[src/lssre_consts.svh]
// constants for the literal-subtract / power-down / rotate execution block
// assumes a 14-bit instruction word and an 8-bit data path
`ifndef LSSRE_CONSTS_SVH
`define LSSRE_CONSTS_SVH

// opcode masks and match values
`define LSSRE_SUBL_MASK   14'h3E00
`define LSSRE_SUBL_MATCH  14'h3C00
`define LSSRE_SLEEP_CODE  14'h0063
`define LSSRE_ROT_MASK    14'h3F00
`define LSSRE_ROTL_MATCH  14'h0D00
`define LSSRE_ROTR_MATCH  14'h0C00
`define LSSRE_DEST_BIT    7

// software register offsets (index on regAddr)
`define LSSRE_OFF_STATUS  2'h0
`define LSSRE_OFF_ACC     2'h1
`define LSSRE_OFF_WDTVAL  2'h2

// status register bit positions
`define LSSRE_ST_CARRY    0
`define LSSRE_ST_HALF     1
`define LSSRE_ST_ZERO     2
`define LSSRE_ST_PDN      3
`define LSSRE_ST_TON      4
`define LSSRE_ST_ASLEEP   5

// reset and load values
`define LSSRE_ACC_RST     8'h00
`define LSSRE_WDT_CLRVAL  8'h00
`define LSSRE_INSTR_RST   14'h0000

`endif

[src/lssre_pkg.sv]
// types shared by the execution block and its surroundings
// assumes nothing beyond the constants header
`default_nettype none
package lssre_pkg;

   typedef enum logic [1:0] {
      LSSRE_Q1,
      LSSRE_Q2,
      LSSRE_Q3,
      LSSRE_Q4
   } lssre_qphase_t;

   typedef enum logic [2:0] {
      LSSRE_OP_NONE,
      LSSRE_OP_SUBL,
      LSSRE_OP_SLEEP,
      LSSRE_OP_ROTL,
      LSSRE_OP_ROTR
   } lssre_op_t;

   typedef struct packed {
      logic timeoutFlagN;
      logic powerDownFlagN;
      logic zero;
      logic halfBorrowFlag;
      logic carry;
   } lssre_status_t;

   typedef struct packed {
      logic [6:0] addr;
      logic [7:0] data;
      logic       wrEn;
   } lssre_filewr_t;

endpackage
`default_nettype wire

[src/lssre_exec.sv]
// execution of literal-minus-accumulator, power-down and rotates
// assumes instr stable at the Q1 edge, fileRdData valid at the Q2 edge,
// and the core's watchdog honouring the clear pulse
//
// Our own choices: the address map and strobed register access.
`timescale 1ns/1ps
`default_nettype none
`include "lssre_consts.svh"

module lssre_exec
   import lssre_pkg::*;
(
   input  wire logic          clk,
   input  wire logic          nrst,
   input  wire logic [13:0]   instr,
   input  wire logic [7:0]    fileRdData,
   input  wire logic          wakeRaw,
   input  wire logic [1:0]    regAddr,
   input  wire logic [7:0]    regWrData,
   input  wire logic          regWr,
   input  wire logic          regRd,
   output var  logic [7:0]    regRdData,
   output var  lssre_filewr_t fileWr,
   output var  lssre_status_t status,
   output var  logic [7:0]    accumulator,
   output var  logic          wdtClear,
   output var  logic [7:0]    wdtLoadValue,
   output var  logic          oscRun,
   output var  lssre_qphase_t qPhase
);

   function automatic lssre_op_t decode_op(input logic [13:0] w);
      lssre_op_t o;
      o = LSSRE_OP_NONE;
      if ((w & `LSSRE_SUBL_MASK) == `LSSRE_SUBL_MATCH)
         o = LSSRE_OP_SUBL;
      else if (w == `LSSRE_SLEEP_CODE)
         o = LSSRE_OP_SLEEP;
      else if ((w & `LSSRE_ROT_MASK) == `LSSRE_ROTL_MATCH)
         o = LSSRE_OP_ROTL;
      else if ((w & `LSSRE_ROT_MASK) == `LSSRE_ROTR_MATCH)
         o = LSSRE_OP_ROTR;
      return o;
   endfunction

   lssre_qphase_t q_r, q_nxt;
   lssre_status_t st_r, st_nxt;
   logic [13:0]   instr_r, instr_nxt;
   logic [7:0]    operand_r, operand_nxt;
   logic [7:0]    acc_r, acc_nxt;
   logic [7:0]    fileData_r, fileData_nxt;
   logic          fileWrEn_r, fileWrEn_nxt;
   logic          wdtClear_r, wdtClear_nxt;
   logic [7:0]    wdtVal_r, wdtVal_nxt;
   logic          sleep_r, sleep_nxt;
   logic [7:0]    rdData_r, rdData_nxt;
   logic          wakeMeta_r, wakeSync_r;
   lssre_op_t     opCur;
   logic [8:0]    diff;
   logic [4:0]    nibDiff;
   logic [7:0]    rotLeft;
   logic [7:0]    rotRight;
   logic          destFile;

   assign opCur    = decode_op(instr_r);
   // 9-bit difference: bit 8 is the borrow
   assign diff     = {1'b0, instr_r[7:0]} - {1'b0, acc_r};
   assign nibDiff  = {1'b0, instr_r[3:0]} - {1'b0, acc_r[3:0]};
   assign rotLeft  = {operand_r[6:0], st_r.carry};
   assign rotRight = {st_r.carry, operand_r[7:1]};
   assign destFile = instr_r[`LSSRE_DEST_BIT];

   always_comb begin
      q_nxt        = q_r;
      st_nxt       = st_r;
      instr_nxt    = instr_r;
      operand_nxt  = operand_r;
      acc_nxt      = acc_r;
      fileData_nxt = fileData_r;
      fileWrEn_nxt = 1'b0;
      wdtClear_nxt = 1'b0;
      wdtVal_nxt   = wdtVal_r;
      sleep_nxt    = sleep_r;
      // software writes first; a Q4 result in the same cycle overrides
      if (regWr) begin
         unique case (regAddr)
            `LSSRE_OFF_STATUS: begin
               st_nxt.carry          = regWrData[`LSSRE_ST_CARRY];
               st_nxt.halfBorrowFlag = regWrData[`LSSRE_ST_HALF];
               st_nxt.zero           = regWrData[`LSSRE_ST_ZERO];
            end
            `LSSRE_OFF_ACC: acc_nxt = regWrData;
            default: ;
         endcase
      end
      if (sleep_r) begin
         if (wakeSync_r) begin
            sleep_nxt = 1'b0;
            q_nxt     = LSSRE_Q1;
         end
      end else begin
         unique case (q_r)
            LSSRE_Q1: begin
               instr_nxt = instr;
               q_nxt     = LSSRE_Q2;
            end
            LSSRE_Q2: begin
               operand_nxt = fileRdData;
               q_nxt       = LSSRE_Q3;
            end
            LSSRE_Q3: q_nxt = LSSRE_Q4;
            LSSRE_Q4: begin
               q_nxt = LSSRE_Q1;
               unique case (opCur)
                  LSSRE_OP_SUBL: begin
                     acc_nxt               = diff[7:0];
                     st_nxt.carry          = ~diff[8];
                     st_nxt.halfBorrowFlag = ~nibDiff[4];
                     st_nxt.zero           = (diff[7:0] == 8'h00);
                  end
                  LSSRE_OP_SLEEP: begin
                     st_nxt.powerDownFlagN = 1'b0;
                     st_nxt.timeoutFlagN   = 1'b1;
                     wdtClear_nxt          = 1'b1;
                     wdtVal_nxt            = `LSSRE_WDT_CLRVAL;
                     sleep_nxt             = 1'b1;
                  end
                  LSSRE_OP_ROTL: begin
                     st_nxt.carry = operand_r[7];
                     if (destFile) begin
                        fileData_nxt = rotLeft;
                        fileWrEn_nxt = 1'b1;
                     end else begin
                        acc_nxt = rotLeft;
                     end
                  end
                  LSSRE_OP_ROTR: begin
                     st_nxt.carry = operand_r[0];
                     if (destFile) begin
                        fileData_nxt = rotRight;
                        fileWrEn_nxt = 1'b1;
                     end else begin
                        acc_nxt = rotRight;
                     end
                  end
                  default: ;
               endcase
            end
         endcase
      end
   end

   always_comb begin
      rdData_nxt = 8'h00;
      if (regRd) begin
         unique case (regAddr)
            `LSSRE_OFF_STATUS: begin
               rdData_nxt[`LSSRE_ST_CARRY]  = st_r.carry;
               rdData_nxt[`LSSRE_ST_HALF]   = st_r.halfBorrowFlag;
               rdData_nxt[`LSSRE_ST_ZERO]   = st_r.zero;
               rdData_nxt[`LSSRE_ST_PDN]    = st_r.powerDownFlagN;
               rdData_nxt[`LSSRE_ST_TON]    = st_r.timeoutFlagN;
               rdData_nxt[`LSSRE_ST_ASLEEP] = sleep_r;
            end
            `LSSRE_OFF_ACC:    rdData_nxt = acc_r;
            `LSSRE_OFF_WDTVAL: rdData_nxt = wdtVal_r;
            default:           rdData_nxt = 8'h00;
         endcase
      end
   end

   // wake pin synchroniser
   always_ff @(posedge clk or negedge nrst) begin
      if (!nrst) begin
         wakeMeta_r <= 1'b0;
         wakeSync_r <= 1'b0;
      end else begin
         wakeMeta_r <= wakeRaw;
         wakeSync_r <= wakeMeta_r;
      end
   end

   always_ff @(posedge clk or negedge nrst) begin
      if (!nrst) begin
         q_r        <= LSSRE_Q1;
         st_r       <= '{timeoutFlagN: 1'b1, powerDownFlagN: 1'b1,
                         zero: 1'b0, halfBorrowFlag: 1'b0, carry: 1'b0};
         instr_r    <= `LSSRE_INSTR_RST;
         operand_r  <= 8'h00;
         acc_r      <= `LSSRE_ACC_RST;
         fileData_r <= 8'h00;
         fileWrEn_r <= 1'b0;
         wdtClear_r <= 1'b0;
         wdtVal_r   <= `LSSRE_WDT_CLRVAL;
         sleep_r    <= 1'b0;
         rdData_r   <= 8'h00;
      end else begin
         q_r        <= q_nxt;
         st_r       <= st_nxt;
         instr_r    <= instr_nxt;
         operand_r  <= operand_nxt;
         acc_r      <= acc_nxt;
         fileData_r <= fileData_nxt;
         fileWrEn_r <= fileWrEn_nxt;
         wdtClear_r <= wdtClear_nxt;
         wdtVal_r   <= wdtVal_nxt;
         sleep_r    <= sleep_nxt;
         rdData_r   <= rdData_nxt;
      end
   end

   assign regRdData    = rdData_r;
   assign fileWr       = '{addr: instr_r[6:0], data: fileData_r,
                           wrEn: fileWrEn_r};
   assign status       = st_r;
   assign accumulator  = acc_r;
   assign wdtClear     = wdtClear_r;
   assign wdtLoadValue = wdtVal_r;
   assign oscRun       = ~sleep_r;
   assign qPhase       = q_r;
endmodule
`default_nettype wire

[config.mk]
export PLATFORM = sky130hd
export DESIGN_NAME = lssre_exec
export DESIGN_NICKNAME = d
export VERILOG_FILES = /design/src/lssre_pkg.sv /design/src/lssre_exec.sv
export VERILOG_INCLUDE_DIRS = /design/src
export SDC_FILE = /design/constraint.sdc
export NUM_CORES = 1
export LEC_CHECK = 0
export BUFFER_PORTS_ARGS = -buffer_cell sky130_fd_sc_hd__buf_2
export CAP_MARGIN = 40
export CORE_UTILIZATION = 50
export CTS_CLUSTER_SIZE = 8
export DETAILED_ROUTE_END_ITERATION = 10
export GPL_ROUTABILITY_DRIVEN = 0
export GPL_TIMING_DRIVEN = 0
export PLACE_DENSITY = 0.81
export SLEW_MARGIN = 25
export SYNTH_ARGS = -nofsm -noshare
export SYNTH_HDL_FRONTEND = slang
export SYNTH_SLANG_ARGS = --single-unit
export TNS_END_PERCENT = 20
[constraint.sdc]
create_clock -name clk -period 6.1 [get_ports clk]
set_input_delay 0.61 -clock clk [delete_from_list [all_inputs] [get_ports clk]]
set_output_delay 0.61 -clock clk [all_outputs]
set_load 0.03 [all_outputs]
==> results of run 1 <==
==> report_power, final <==
| group | total (mW) | internal, mW | switching [mW] |
|---|---|---|---|
| logic | 0.376 | 0.150 | 0.226 |
| registers | 0.458 | 0.417 | 0.0410 |
| clock network | 0.373 | 0.230 | 0.143 |
==> per-stage QoR <==
stage | area (um2) | total power, mW | setup slack [ns] | cells
3_5_place_dp | 3700 | 0.835 | 3.90 | 446
5_1_grt | 3910 | 1.27 | 3.75 | 461
3_3_place_gp | 3700 | 0.827 | 3.94 | 446
4_1_cts | 3910 | 1.21 | 3.89 | 461
6_report | 3910 | 1.21 | 3.86 | 461
2_1_floorplan | 3230 | 0.729 | 4.03 | 296
==> area by class of cell <==
cell class,instances,area [um2]
inverter,16,60.1
multi-input combinational,195,1550
sequential,57,1430
clock buffer,13,179
clock inverter,2,35.0
tap,75,93.8
buffer,28,186
timing repair buffer,75,378
fill,462,2150
==> critical path, stage by stage, from the launching register on <==
cell and delay, ns:
dfrtp_1 0.38, inv_1 0.11, ha_1 0.21, inv_1 0.06, fa_1 0.43, a21oi_1 0.17
o221ai_1 0.17, xnor2_1 0.28, a2bb2oi_1 0.18, o22ai_1 0.10
==> Yosys cell counts (all sizes together), types with 2 or more instances <==
library cell  count
a2bb2oi           2
mux2             25
o22ai             8
buf              24
o2bb2ai           2
o221ai            2
nand2            13
a21oi             8
nor2             11
a21boi            2
dfrtp            56
inv              16
conb              2
and3              2
a21o              2
nor3b             2
nand2b            3
nand3             4
clkbuf            4
nand3b            3
mux2i            26
xor2              2
or3               3
xnor2             3
a22oi             3
nor3              4
nor4              3
o22a              2
nor2b             9
ha               11
o21ai            13
a211oi            4
==> worst min path at each step <==
stage / end / slack, ns / depth (start not counted)
after floorplan: accumulator[0]$_DFF_PN0_ / 0.31 / 0
after global placement: wakeSync_r$_DFF_PN0_ / 0.34 / 0
after detailed placement: wakeSync_r$_DFF_PN0_ / 0.35 / 0
after CTS: wdtClear$_DFF_PN0_ / 0.33 / 1
after global routing: wakeMeta_r$_DFF_PN0_ / 0.35 / 1
final: wdtClear$_DFF_PN0_ / 0.31 / 1
==> layer usage <==
metal	part of all wire, %	wire length (um)	GRT usage, %	up-vias
met4	1.1	74	10.7	0
li1	-	-	-	1193
met1	45	3100	31.3	1184
met5	0	0	0	-
met3	8.0	556	6.56	9
met2	46	3230	35.5	102
==> logic make-up after synthesis <==
logic type / Yosys count
other cells: 2
compound gates: 55
mux: 51
flops: 57
simple gates: 63
buf+inv: 44
xor+xnor: 5
fa+ha+maj: 12
==> state kept, by name, indices dropped and copies added, names as in the netlist, 2 cells and up <==
signal and flops:
fileData_r 8, qPhase 2, accumulator 8, instr_r 14, regRdData 8, status 4, operand_r 8
==> summary.md, run 1 <==
| Metric | Value |
|---|---|
| DR vias/cell | `5.40` |
| CTS resizes | `0` |
| Maximum buffer depth of the clock tree | `2` |
| R2R cell count | `9` |
| Crit path launch type | `flop` |
| Post-synthesis cell type with the largest combined area | `dfrtp_1` |
| Max Fclk | `0.447 GHz` |
| Worst-Skew Late Latency | `0.34 ns` |
| Fin. Hold Viols | `0` |
| Critical Path Sink | `accumulator[6]$_DFF_PN0_` |
| Largest net degree at the start of global routing | `58` |
| Cell Rows | `28` |
| Core Area | `6060 um2` |
| Adder-Cell Fraction of Synth Area | `4.93%` |
| 1st-iter DRT viols | `210` |
| TritonCTS Buffers | `9` |
| Crit path time final | `2.24 ns` |
| WP data required | `6.31 ns` |
| Fin util | `64.6%` |
| Headroom to the max-slew limit | `53.2%` |
| Measured slew at the worst slew-check pin | `0.702 ns` |
| Average routed wire per standard cell | `15.1 um` |
| DP Wirelength | `5.20 mm` |
| Remaining DRCs | `0` |
| Clk pin slew, worst setup/hold paths | `0.06 ns` |
| Fin nets | `431` |
| 1st-pass router iterations | `4` |
| Simple-gate area share of the yosys netlist | `12.2%` |
| Port bufs | `75` |
| Synth Warn # | `0` |
| Vias in the first global route | `2,378` |
| Initial core utilization | `52.8%` |
| CTS sink count | `57` |
| Full die area | `6720 um2` |
| Hold buffers post-CTS | `0` |
| WP data arrival | `2.45 ns` |
| Status | `finished clean` |
| Commonest non-fill, non-tap cell in the layout | `buf_2` |
| GRT overflow | `0` |
| TritonCTS clock tree | `done` |
| Sequential area share after synthesis | `44.6%` |
| Synthesized area | `3200 um2` |
| Post-synth top flop | `dfrtp_1` |
| CP max FO | `3` |
| Max VDD drop | `0.204 mV` |
| Num ports | `86` |
| Clk root buf | `clkbuf_8` |
| Flops & latches, synth | `57` |
| PwrDens | `308 nW/um2` |
| Class of the worst hold path | `input port to asynchronous set/reset pin` |
| Async SR Flop Fraction | `100%` |
| Unrepaired setup endpoints after global routing | `no` |
| ANT cells | `0` |
| Number of max-cap violations | `0` |
| Post-Route Setup TNS | `0 ns` |
| Layout area overhead | `22.2%` |
| Max Slew Vio Count | `0` |
| Register-to-Register Setup Slack | `3.86 ns` |
| Compound-gate portion of the synthesized area | `12.1%` |
| Chip height | `82.0 um` |
| Critical R2R Launch | `instr_r[0]$_DFFE_PN0P_` |
| XOR/XNOR Fraction of Synth Area | `1.37%` |
| Most frequent cells in the layout | `buf_2 (79), dfrtp_1 (56), mux2i_1 (26)` |
| First-pass GRT wire length | `11.5 mm` |
| Cell count after synthesis | `289` |
| Post-DRT Antenna Nets | `0` |
| Global Route Usage Sum | `23.5%` |
| Number of flops mapped to enable cells by yosys | `0` |
| Pleak | `1.96 nW` |
| Fin crit share | `36.7%` |
| Top cell type's share of synthesized area | `43.8%` |
| # setup viols final | `0` |
| Share of cells above drive strength 1 | `35.2%` |
| Multiplexer share of the synthesized area | `16.9%` |
| Top area cells in the synthesized netlist | `dfrtp_1 (44%), mux2i_1 (8.1%), mux2_1 (5.3%)` |
| Routed wire length | `6.96 mm` |
| Setup crit end kind | `flop` |
| Chip width | `82.0 um` |
| Crit. Startpoint | `instr_r[0]$_DFFE_PN0P_` |
| Initial antenna violation count | `0` |
| H-tree levels | `3` |
| Worst R2R End | `accumulator[6]$_DFF_PN0_` |
| Mean Syn Cell Area | `11.1 um2` |
| Post-CTS Repair Setup Buffers | `0` |
| Fin Clk Skew | `0.00734 ns` |
| Critical path type | `flop to flop` |
| Cell variety after synth | `59` |
| DR vias | `2,488` |
| Worst hold slack | `0.312 ns` |
| Main combinational cell family by area after synthesis | `multiplexers` |
Note: power is estimated with default switching activity, not from simulation.
==> inputs of run 2 (changes only) <==
--- a/config.mk
+++ b/config.mk
@@ -8,7 +8,7 @@
 export LEC_CHECK = 0
 export BUFFER_PORTS_ARGS = -buffer_cell sky130_fd_sc_hd__buf_2
 export CAP_MARGIN = 40
-export CORE_UTILIZATION = 50
+export CORE_UTILIZATION = 48
 export CTS_CLUSTER_SIZE = 8
 export DETAILED_ROUTE_END_ITERATION = 10
 export GPL_ROUTABILITY_DRIVEN = 0
==> constraint.sdc (replaced) <==
create_clock -name clk -period 1.8 [get_ports clk]
set_input_delay 0.18 -clock clk [delete_from_list [all_inputs] [get_ports clk]]
set_output_delay 0.18 -clock clk [all_outputs]
set_load 0.03 [all_outputs]
==> run 2 against run 1 <==
  * The flow now finishes with violations (setup timing)
  * Critical path depth unchanged
  * Die area up 4.1%
  * Clock skew up 0.0034 ns
  * Final cell count up 2.8%
  * Routed wire length up 9.4%
  * Utilization up 0.67 points
  * Sequential cell count unchanged
  * Design area up 6.5%
  * Global-route usage down 1.5 points
  * Register-to-register slack worse by 4.0 ns
  * Clock power rose to 3.0 times the previous value
  * Worst hold slack worse by 0.26 ns
  * Critical endpoint is now status[2]$_DFF_PN0_
  * Highest routed layer unchanged
==> summary.md, run 2 (synthesized netlist as in run 1, its figures left out) <==
| Metric | Value |
|---|---|
| TritonCTS Buffers | `9` |
| Filler Cell Count | `527` |
| Chip height | `83.7 um` |
| PwrDens | `1030 nW/um2` |
| WP data arrival | `2.19 ns` |
| Share of cells above drive strength 1 | `45.1%` |
| Post-DRT Antenna Nets | `0` |
| Commonest non-fill, non-tap cell in the layout | `buf_2` |
| GRT overflow | `0` |
| Clock share of power | `26.1%` |
| Max VDD drop | `0.679 mV` |
| Psw | `1.53 mW` |
| Vias in the first global route | `2,532` |
| Failing checks | `setup timing` |
| H-tree levels | `3` |
| Logic pwr share | `37.2%` |
| Crit path launch type | `flop` |
| Largest net degree at the start of global routing | `58` |
| DR vias/cell | `5.41` |
| Setup crit end kind | `flop` |
| Switching Fraction | `35.8%` |
| Crit path time final | `1.96 ns` |
| Port bufs | `75` |
| Critical path type | `flop to flop` |
| Routed wire length | `7.61 mm` |
| Flop pwr share | `36.7%` |
| Fin crit share | `109%` |
| CTS sink count | `57` |
| Fin Clk Skew | `0.0107 ns` |
| DR vias | `2,565` |
| Fin nets | `441` |
| Cell Rows | `29` |
| Area of all placed cells without fillers | `4170 um2` |
| Global Route Usage Sum | `22.1%` |
| ANT cells | `0` |
| Worst Min Path Start | `instr[0]` |
| Fin util | `65.2%` |
| Max Slew Vio Count | `0` |
| Full die area | `7000 um2` |
| Core Area | `6390 um2` |
| # setup viols final | `5` |
| Headroom to the max-slew limit | `53.6%` |
| Critical R2R Launch | `instr_r[0]$_DFFE_PN0P_` |
| Post-Route Setup TNS | `-0.605 ns` |
| Setup ws final | `-0.164 ns` |
| Largest register FFs | `14` |
| Most frequent cells in the layout | `buf_2 (77), dfrtp_1 (51), buf_4 (28)` |
| P_int | `2.75 mW` |
| Clk pin slew, worst setup/hold paths | `0.06 ns` |
| Placed cell areas | `3720 um2` |
| Initial antenna violation count | `0` |
| WP data required | `2.03 ns` |
| Max Fclk | `0.509 GHz` |
| Largest register by flop count | `instr_r` |
| 1st-pass router iterations | `4` |
| Unrepaired setup endpoints after global routing | `yes` |
| First-pass GRT wire length | `12.0 mm` |
| Pre-CTS WS | `-0.367 ns` |
| Layout area overhead | `30.1%` |
| TritonCTS clock tree | `done` |
| Crit. Startpoint | `instr_r[0]$_DFFE_PN0P_` |
| Maximum buffer depth of the clock tree | `2` |
| Measured slew at the worst slew-check pin | `0.696 ns` |
| Clk root buf | `clkbuf_8` |
| Total Power | `4.28 mW` |
| 1st-iter DRT viols | `142` |
| Pleak | `2.02 nW` |
| Status | `finished, violations left` |
| Number of max-cap violations | `0` |
| DP Wirelength | `5.42 mm` |
| Num ports | `86` |
| Initial core utilization | `50.1%` |
| CP max FO | `3` |
| Chip width | `83.7 um` |
| Fin. Hold Viols | `0` |
| Worst-Skew Late Latency | `0.34 ns` |
| Average routed wire per standard cell | `16.1 um` |
| Remaining DRCs | `0` |
| Class of the worst hold path | `input port to flop` |
-- run 2: changes by cell type in the layout (fill, tap and decap cells not counted), sizes merged --
| cell | before | now |
|---|---|---|
| buf | 99 | 106 |
| dlygate4sd3 | 0 | 2 |
| clkinv | 1 | 3 |
-- run 2: cell type report --
type	count	area, um2	share of cell area, %
timing repair buffer	86	465	11.2
clock inverter	4	45.0	1.08
clock buffer	12	135	3.24
buffer	27	186	4.48
inverter	16	60.1	1.44
sequential	57	1430	34.4
multi-input combinational	195	1740	41.8
tap	77	96.3	2.31
-- run 2: worst paths after layout --
path | end | slack [ns] | cells after the start
hold / removal | instr_r[0]$_DFFE_PN0P_ | 0.05 | 3
setup reg to reg | status[2]$_DFF_PN0_ | -0.16 | 9
max in group asynchronous | accumulator[4]$_DFF_PN0_ | 0.86 | 2
hold reg to reg | wakeSync_r$_DFF_PN0_ | 0.36 | 0
min in group asynchronous | wakeSync_r$_DFF_PN0_ | 0.43 | 2
setup / recovery | status[2]$_DFF_PN0_ | -0.16 | 9
-- run 2: what timing repair did --
| action | 4_1_cts | 5_1_grt |
|---|---|---|
| setup buffers | 6 | 3 |
| endpoints found under the setup margin | 15 | 20 |
| hold buffers | 2 | 0 |
| gates cloned | 0 | 0 |
| pin swaps | 13 | 9 |
| resized for setup | 16 | 22 |
| endpoints found under the hold margin | 57 | 0 |
-- run 2: routing by layer --
layer / global-route usage [%] / routed length (um) / vias to the layer above
li1: - / - / 1213
met1: 28.8 / 3320 / 1241
met2: 35.2 / 3620 / 94
met3: 4.55 / 453 / 17
met4: 10.5 / 215 / 0
met5: 0 / 0 / -
-- run 2: power by group through the flow --
stage                     clock, mW  sequential [mW]  combinational [mW]
after floorplan                   0             1.73               0.761
after global placement            0             1.58                1.25
after detailed placement          0             1.58                1.28
after CTS                      1.14             1.56                1.44
after global routing           1.19             1.59                1.70
final                          1.12             1.57                1.59
-- run 2: worst max-delay path, cell delays in order, from the launching register on --
cell and delay, ns:
dfrtp_1 0.38, inv_2 0.10, ha_4 0.15, inv_2 0.04, fa_2 0.39, a21oi_2 0.16
o221ai_2 0.15, xnor2_2 0.18, buf_4 0.14, a31o_1 0.17
-- run 2: metrics by stage --
stage / hold WS [ns] / instances
2_1_floorplan: -0.116 / 296
3_3_place_gp: 0.288 / 448
3_5_place_dp: 0.277 / 448
4_1_cts: 0.0429 / 471
5_1_grt: 0.0544 / 474
6_report: 0.0534 / 474
==> inputs of run 3 (changes only) <==
--- a/config.mk
+++ b/config.mk
@@ -8,12 +8,13 @@
 export LEC_CHECK = 0
 export BUFFER_PORTS_ARGS = -buffer_cell sky130_fd_sc_hd__buf_2
 export CAP_MARGIN = 40
-export CORE_UTILIZATION = 48
+export CORE_UTILIZATION = 49
+export CTS_BUF_LIST = sky130_fd_sc_hd__clkbuf_4 sky130_fd_sc_hd__clkbuf_8
 export CTS_CLUSTER_SIZE = 8
 export DETAILED_ROUTE_END_ITERATION = 10
 export GPL_ROUTABILITY_DRIVEN = 0
 export GPL_TIMING_DRIVEN = 0
-export PLACE_DENSITY = 0.81
+export PLACE_DENSITY = 0.82
 export SLEW_MARGIN = 25
 export SYNTH_ARGS = -nofsm -noshare
 export SYNTH_HDL_FRONTEND = slang
==> run 3 against run 2 <==
  * Critical path depth shrank 1
  * Die area down 2.0%
  * The flow still finishes with violations (setup timing)
  * Register-to-register slack got worse by 0.07 ns
  * Utilization shrank 0.70 points
  * Fmax fell by 3.4%
  * Global-route usage rose by 0.78 points
  * Power down 3.4%
  * First-iteration DRC count increased by 55%
  * Clock skew barely moved
  * Sequential cell count stayed put
  * Clock power is 4% lower
  * Sequential share of layout area grew 0.74 points
==> summary.md, run 3 (synthesized netlist as in run 1, its figures left out) <==
| Metric | Value |
|---|---|
| Most frequent cells in the layout | `buf_2 (78), dfrtp_1 (52), mux2i_1 (26), buf_4 (26), mux2_1 (15)` |
| Average routed wire per standard cell | `15.9 um` |
| Placed cell areas | `3720 um2` |
| 1st-iter DRT viols | `220` |
| Vias in the first global route | `2,485` |
| DP Wirelength | `5.43 mm` |
| Flop pwr share | `37.8%` |
| Post-DRT Antenna Nets | `0` |
| H-tree levels | `3` |
| Core Area | `6310 um2` |
| Fin nets | `440` |
| Logic pwr share | `36.1%` |
| Max VDD drop | `0.623 mV` |
| PwrDens | `1010 nW/um2` |
| Register area | `1430 um2` |
| Number of max-cap violations | `0` |
| TritonCTS Buffers | `9` |
| Maximum buffer depth of the clock tree | `2` |
| Chip width | `82.8 um` |
| Num ports | `86` |
| Port bufs | `75` |
| WL met1 | `3.35 mm` |
| Area of all placed cells without fillers | `4070 um2` |
| Met2 routed WL | `3.60 mm` |
| Initial antenna violation count | `0` |
| DR top layer | `met4` |
| Filler Cell Count | `532` |
| Pre-CTS WS | `-0.310 ns` |
| Remaining DRCs | `0` |
| 1st-pass router iterations | `5` |
| TritonCTS clock tree | `done` |
| Failing checks | `setup timing` |
| Largest register FFs | `14` |
| Fin. Hold Viols | `0` |
| Largest net degree at the start of global routing | `58` |
| Measured slew at the worst slew-check pin | `0.696 ns` |
| # setup viols final | `5` |
| Crit path launch type | `flop` |
| Cell Rows | `29` |
| Commonest non-fill, non-tap cell in the layout | `buf_2` |
| Routed wire length | `7.52 mm` |
| Worst-Skew Late Latency | `0.35 ns` |
| First-pass GRT wire length | `12.4 mm` |
| Clk root buf | `clkbuf_8` |
| Setup crit end kind | `flop` |
| WP data required | `2.03 ns` |
| Headroom to the max-slew limit | `53.6%` |
| Initial core utilization | `50.7%` |
| Critical path type | `flop to flop` |
| Share of cells above drive strength 1 | `42.9%` |
| Fin util | `64.5%` |
| P_int | `2.64 mW` |
| Worst hold slack | `0.0488 ns` |
| CTS sink count | `57` |
| CP max FO | `7` |
| CP cell instances | `inv_2 -> ha_4 -> buf_6 -> a21o_1 -> or3_1 -> o211ai_2 -> nor4_2 -> a31o_1` |
| Area occupied by multi-input gates | `1660 um2` |
| DR vias | `2,566` |
| Psw | `1.50 mW` |
| Switching Fraction | `36.3%` |
| DR vias/cell | `5.42` |
| Unrepaired setup endpoints after global routing | `yes` |
| Fin Clk Skew | `0.0108 ns` |
| Global Route Usage Sum | `22.8%` |
| Class of the worst hold path | `input port to flop` |
| GRT overflow | `0` |
| Fin crit share | `113%` |
| Biggest cell delay along the critical path | `0.42 ns` |
| Pleak | `2.00 nW` |
| Max Slew Vio Count | `0` |
| Crit path time final | `2.03 ns` |
| Status | `finished, violations left` |
| Full die area | `6860 um2` |
| CP max-delay cell | `dfrtp_2` |
| ANT cells | `0` |
| Max Fclk | `0.492 GHz` |
| Layout area overhead | `27.3%` |
| Metal3 WL | `454 um` |
| Largest register by flop count | `instr_r` |
| Chip height | `82.8 um` |
| WP data arrival | `2.26 ns` |
| Clock share of power | `26.2%` |
| Clk pin slew, worst setup/hold paths | `0.06 ns` |
| Setup ws final | `-0.232 ns` |
run 3: power groups by stage:
stage / sequential, mW / clock [mW] / combinational, mW
after floorplan: 1.73 / 0 / 0.761
after global placement: 1.58 / 0 / 1.24
after detailed placement: 1.58 / 0 / 1.27
after CTS: 1.56 / 1.09 / 1.36
after global routing: 1.58 / 1.15 / 1.60
final: 1.56 / 1.08 / 1.49
run 3: path summary, 6_finish.rpt:
check	start	to	slack, ns	cells past startpoint
worst max-delay path	accumulator[3]$_DFF_PN0_	status[2]$_DFF_PN0_	-0.23	8
worst min-delay path	instr[11]	instr_r[11]$_DFFE_PN0P_	0.05	2
worst max register to register	accumulator[3]$_DFF_PN0_	status[2]$_DFF_PN0_	-0.23	8
worst min register to register	wakeMeta_r$_DFF_PN0_	wakeSync_r$_DFF_PN0_	0.35	0
max in group asynchronous	nrst	accumulator[4]$_DFF_PN0_	0.86	2
min in group asynchronous	nrst	wakeSync_r$_DFF_PN0_	0.43	2
run 3: cell type report:
cell class                 instances  area share, %
multi-input combinational        195           40.8
timing repair buffer              84           11.1
buffer                            28           4.79
tap                               77           2.36
clock buffer                      13           3.93
inverter                          16           1.47
sequential                        57           35.2
clock inverter                     3          0.430
run 3: routing by layer:
metal  vias to the layer above  GRT usage [%]
met2                        99           36.4
met3                        14           4.77
met1                      1244           31.2
li1                       1209              -
met5                         -              0
met4                         0           7.52
run 3: through the flow:
| stage | power [mW] | std cells | setup TNS (ns) |
|---|---|---|---|
| finish | 4.13 | 473 | -0.685 |
| floorplan | 2.49 | 296 | -0.424 |
| global placement | 2.82 | 448 | -0.979 |
| detailed placement | 2.85 | 448 | -1.42 |
| CTS | 4.01 | 470 | -0.557 |
| global route | 4.33 | 473 | -1.88 |
run 3: worst max-delay path: cells and delay by family, from the launching register on:
family	cells	cell delay, ns
AO/OA/AOI/OAI	3	0.67
flip-flops	1	0.42
AND/OR/NAND/NOR	2	0.41
buffers and inverters	2	0.21
adder cells (fa/ha/maj)	1	0.20
run 3: what timing repair did:
item	4_1_cts	5_1_grt
setup buffers	4	3
setup endpoints to repair	14	23
gates resized for setup	7	19
hold buffers	2	0
endpoints found under the hold margin	57	0
pin swaps	12	11
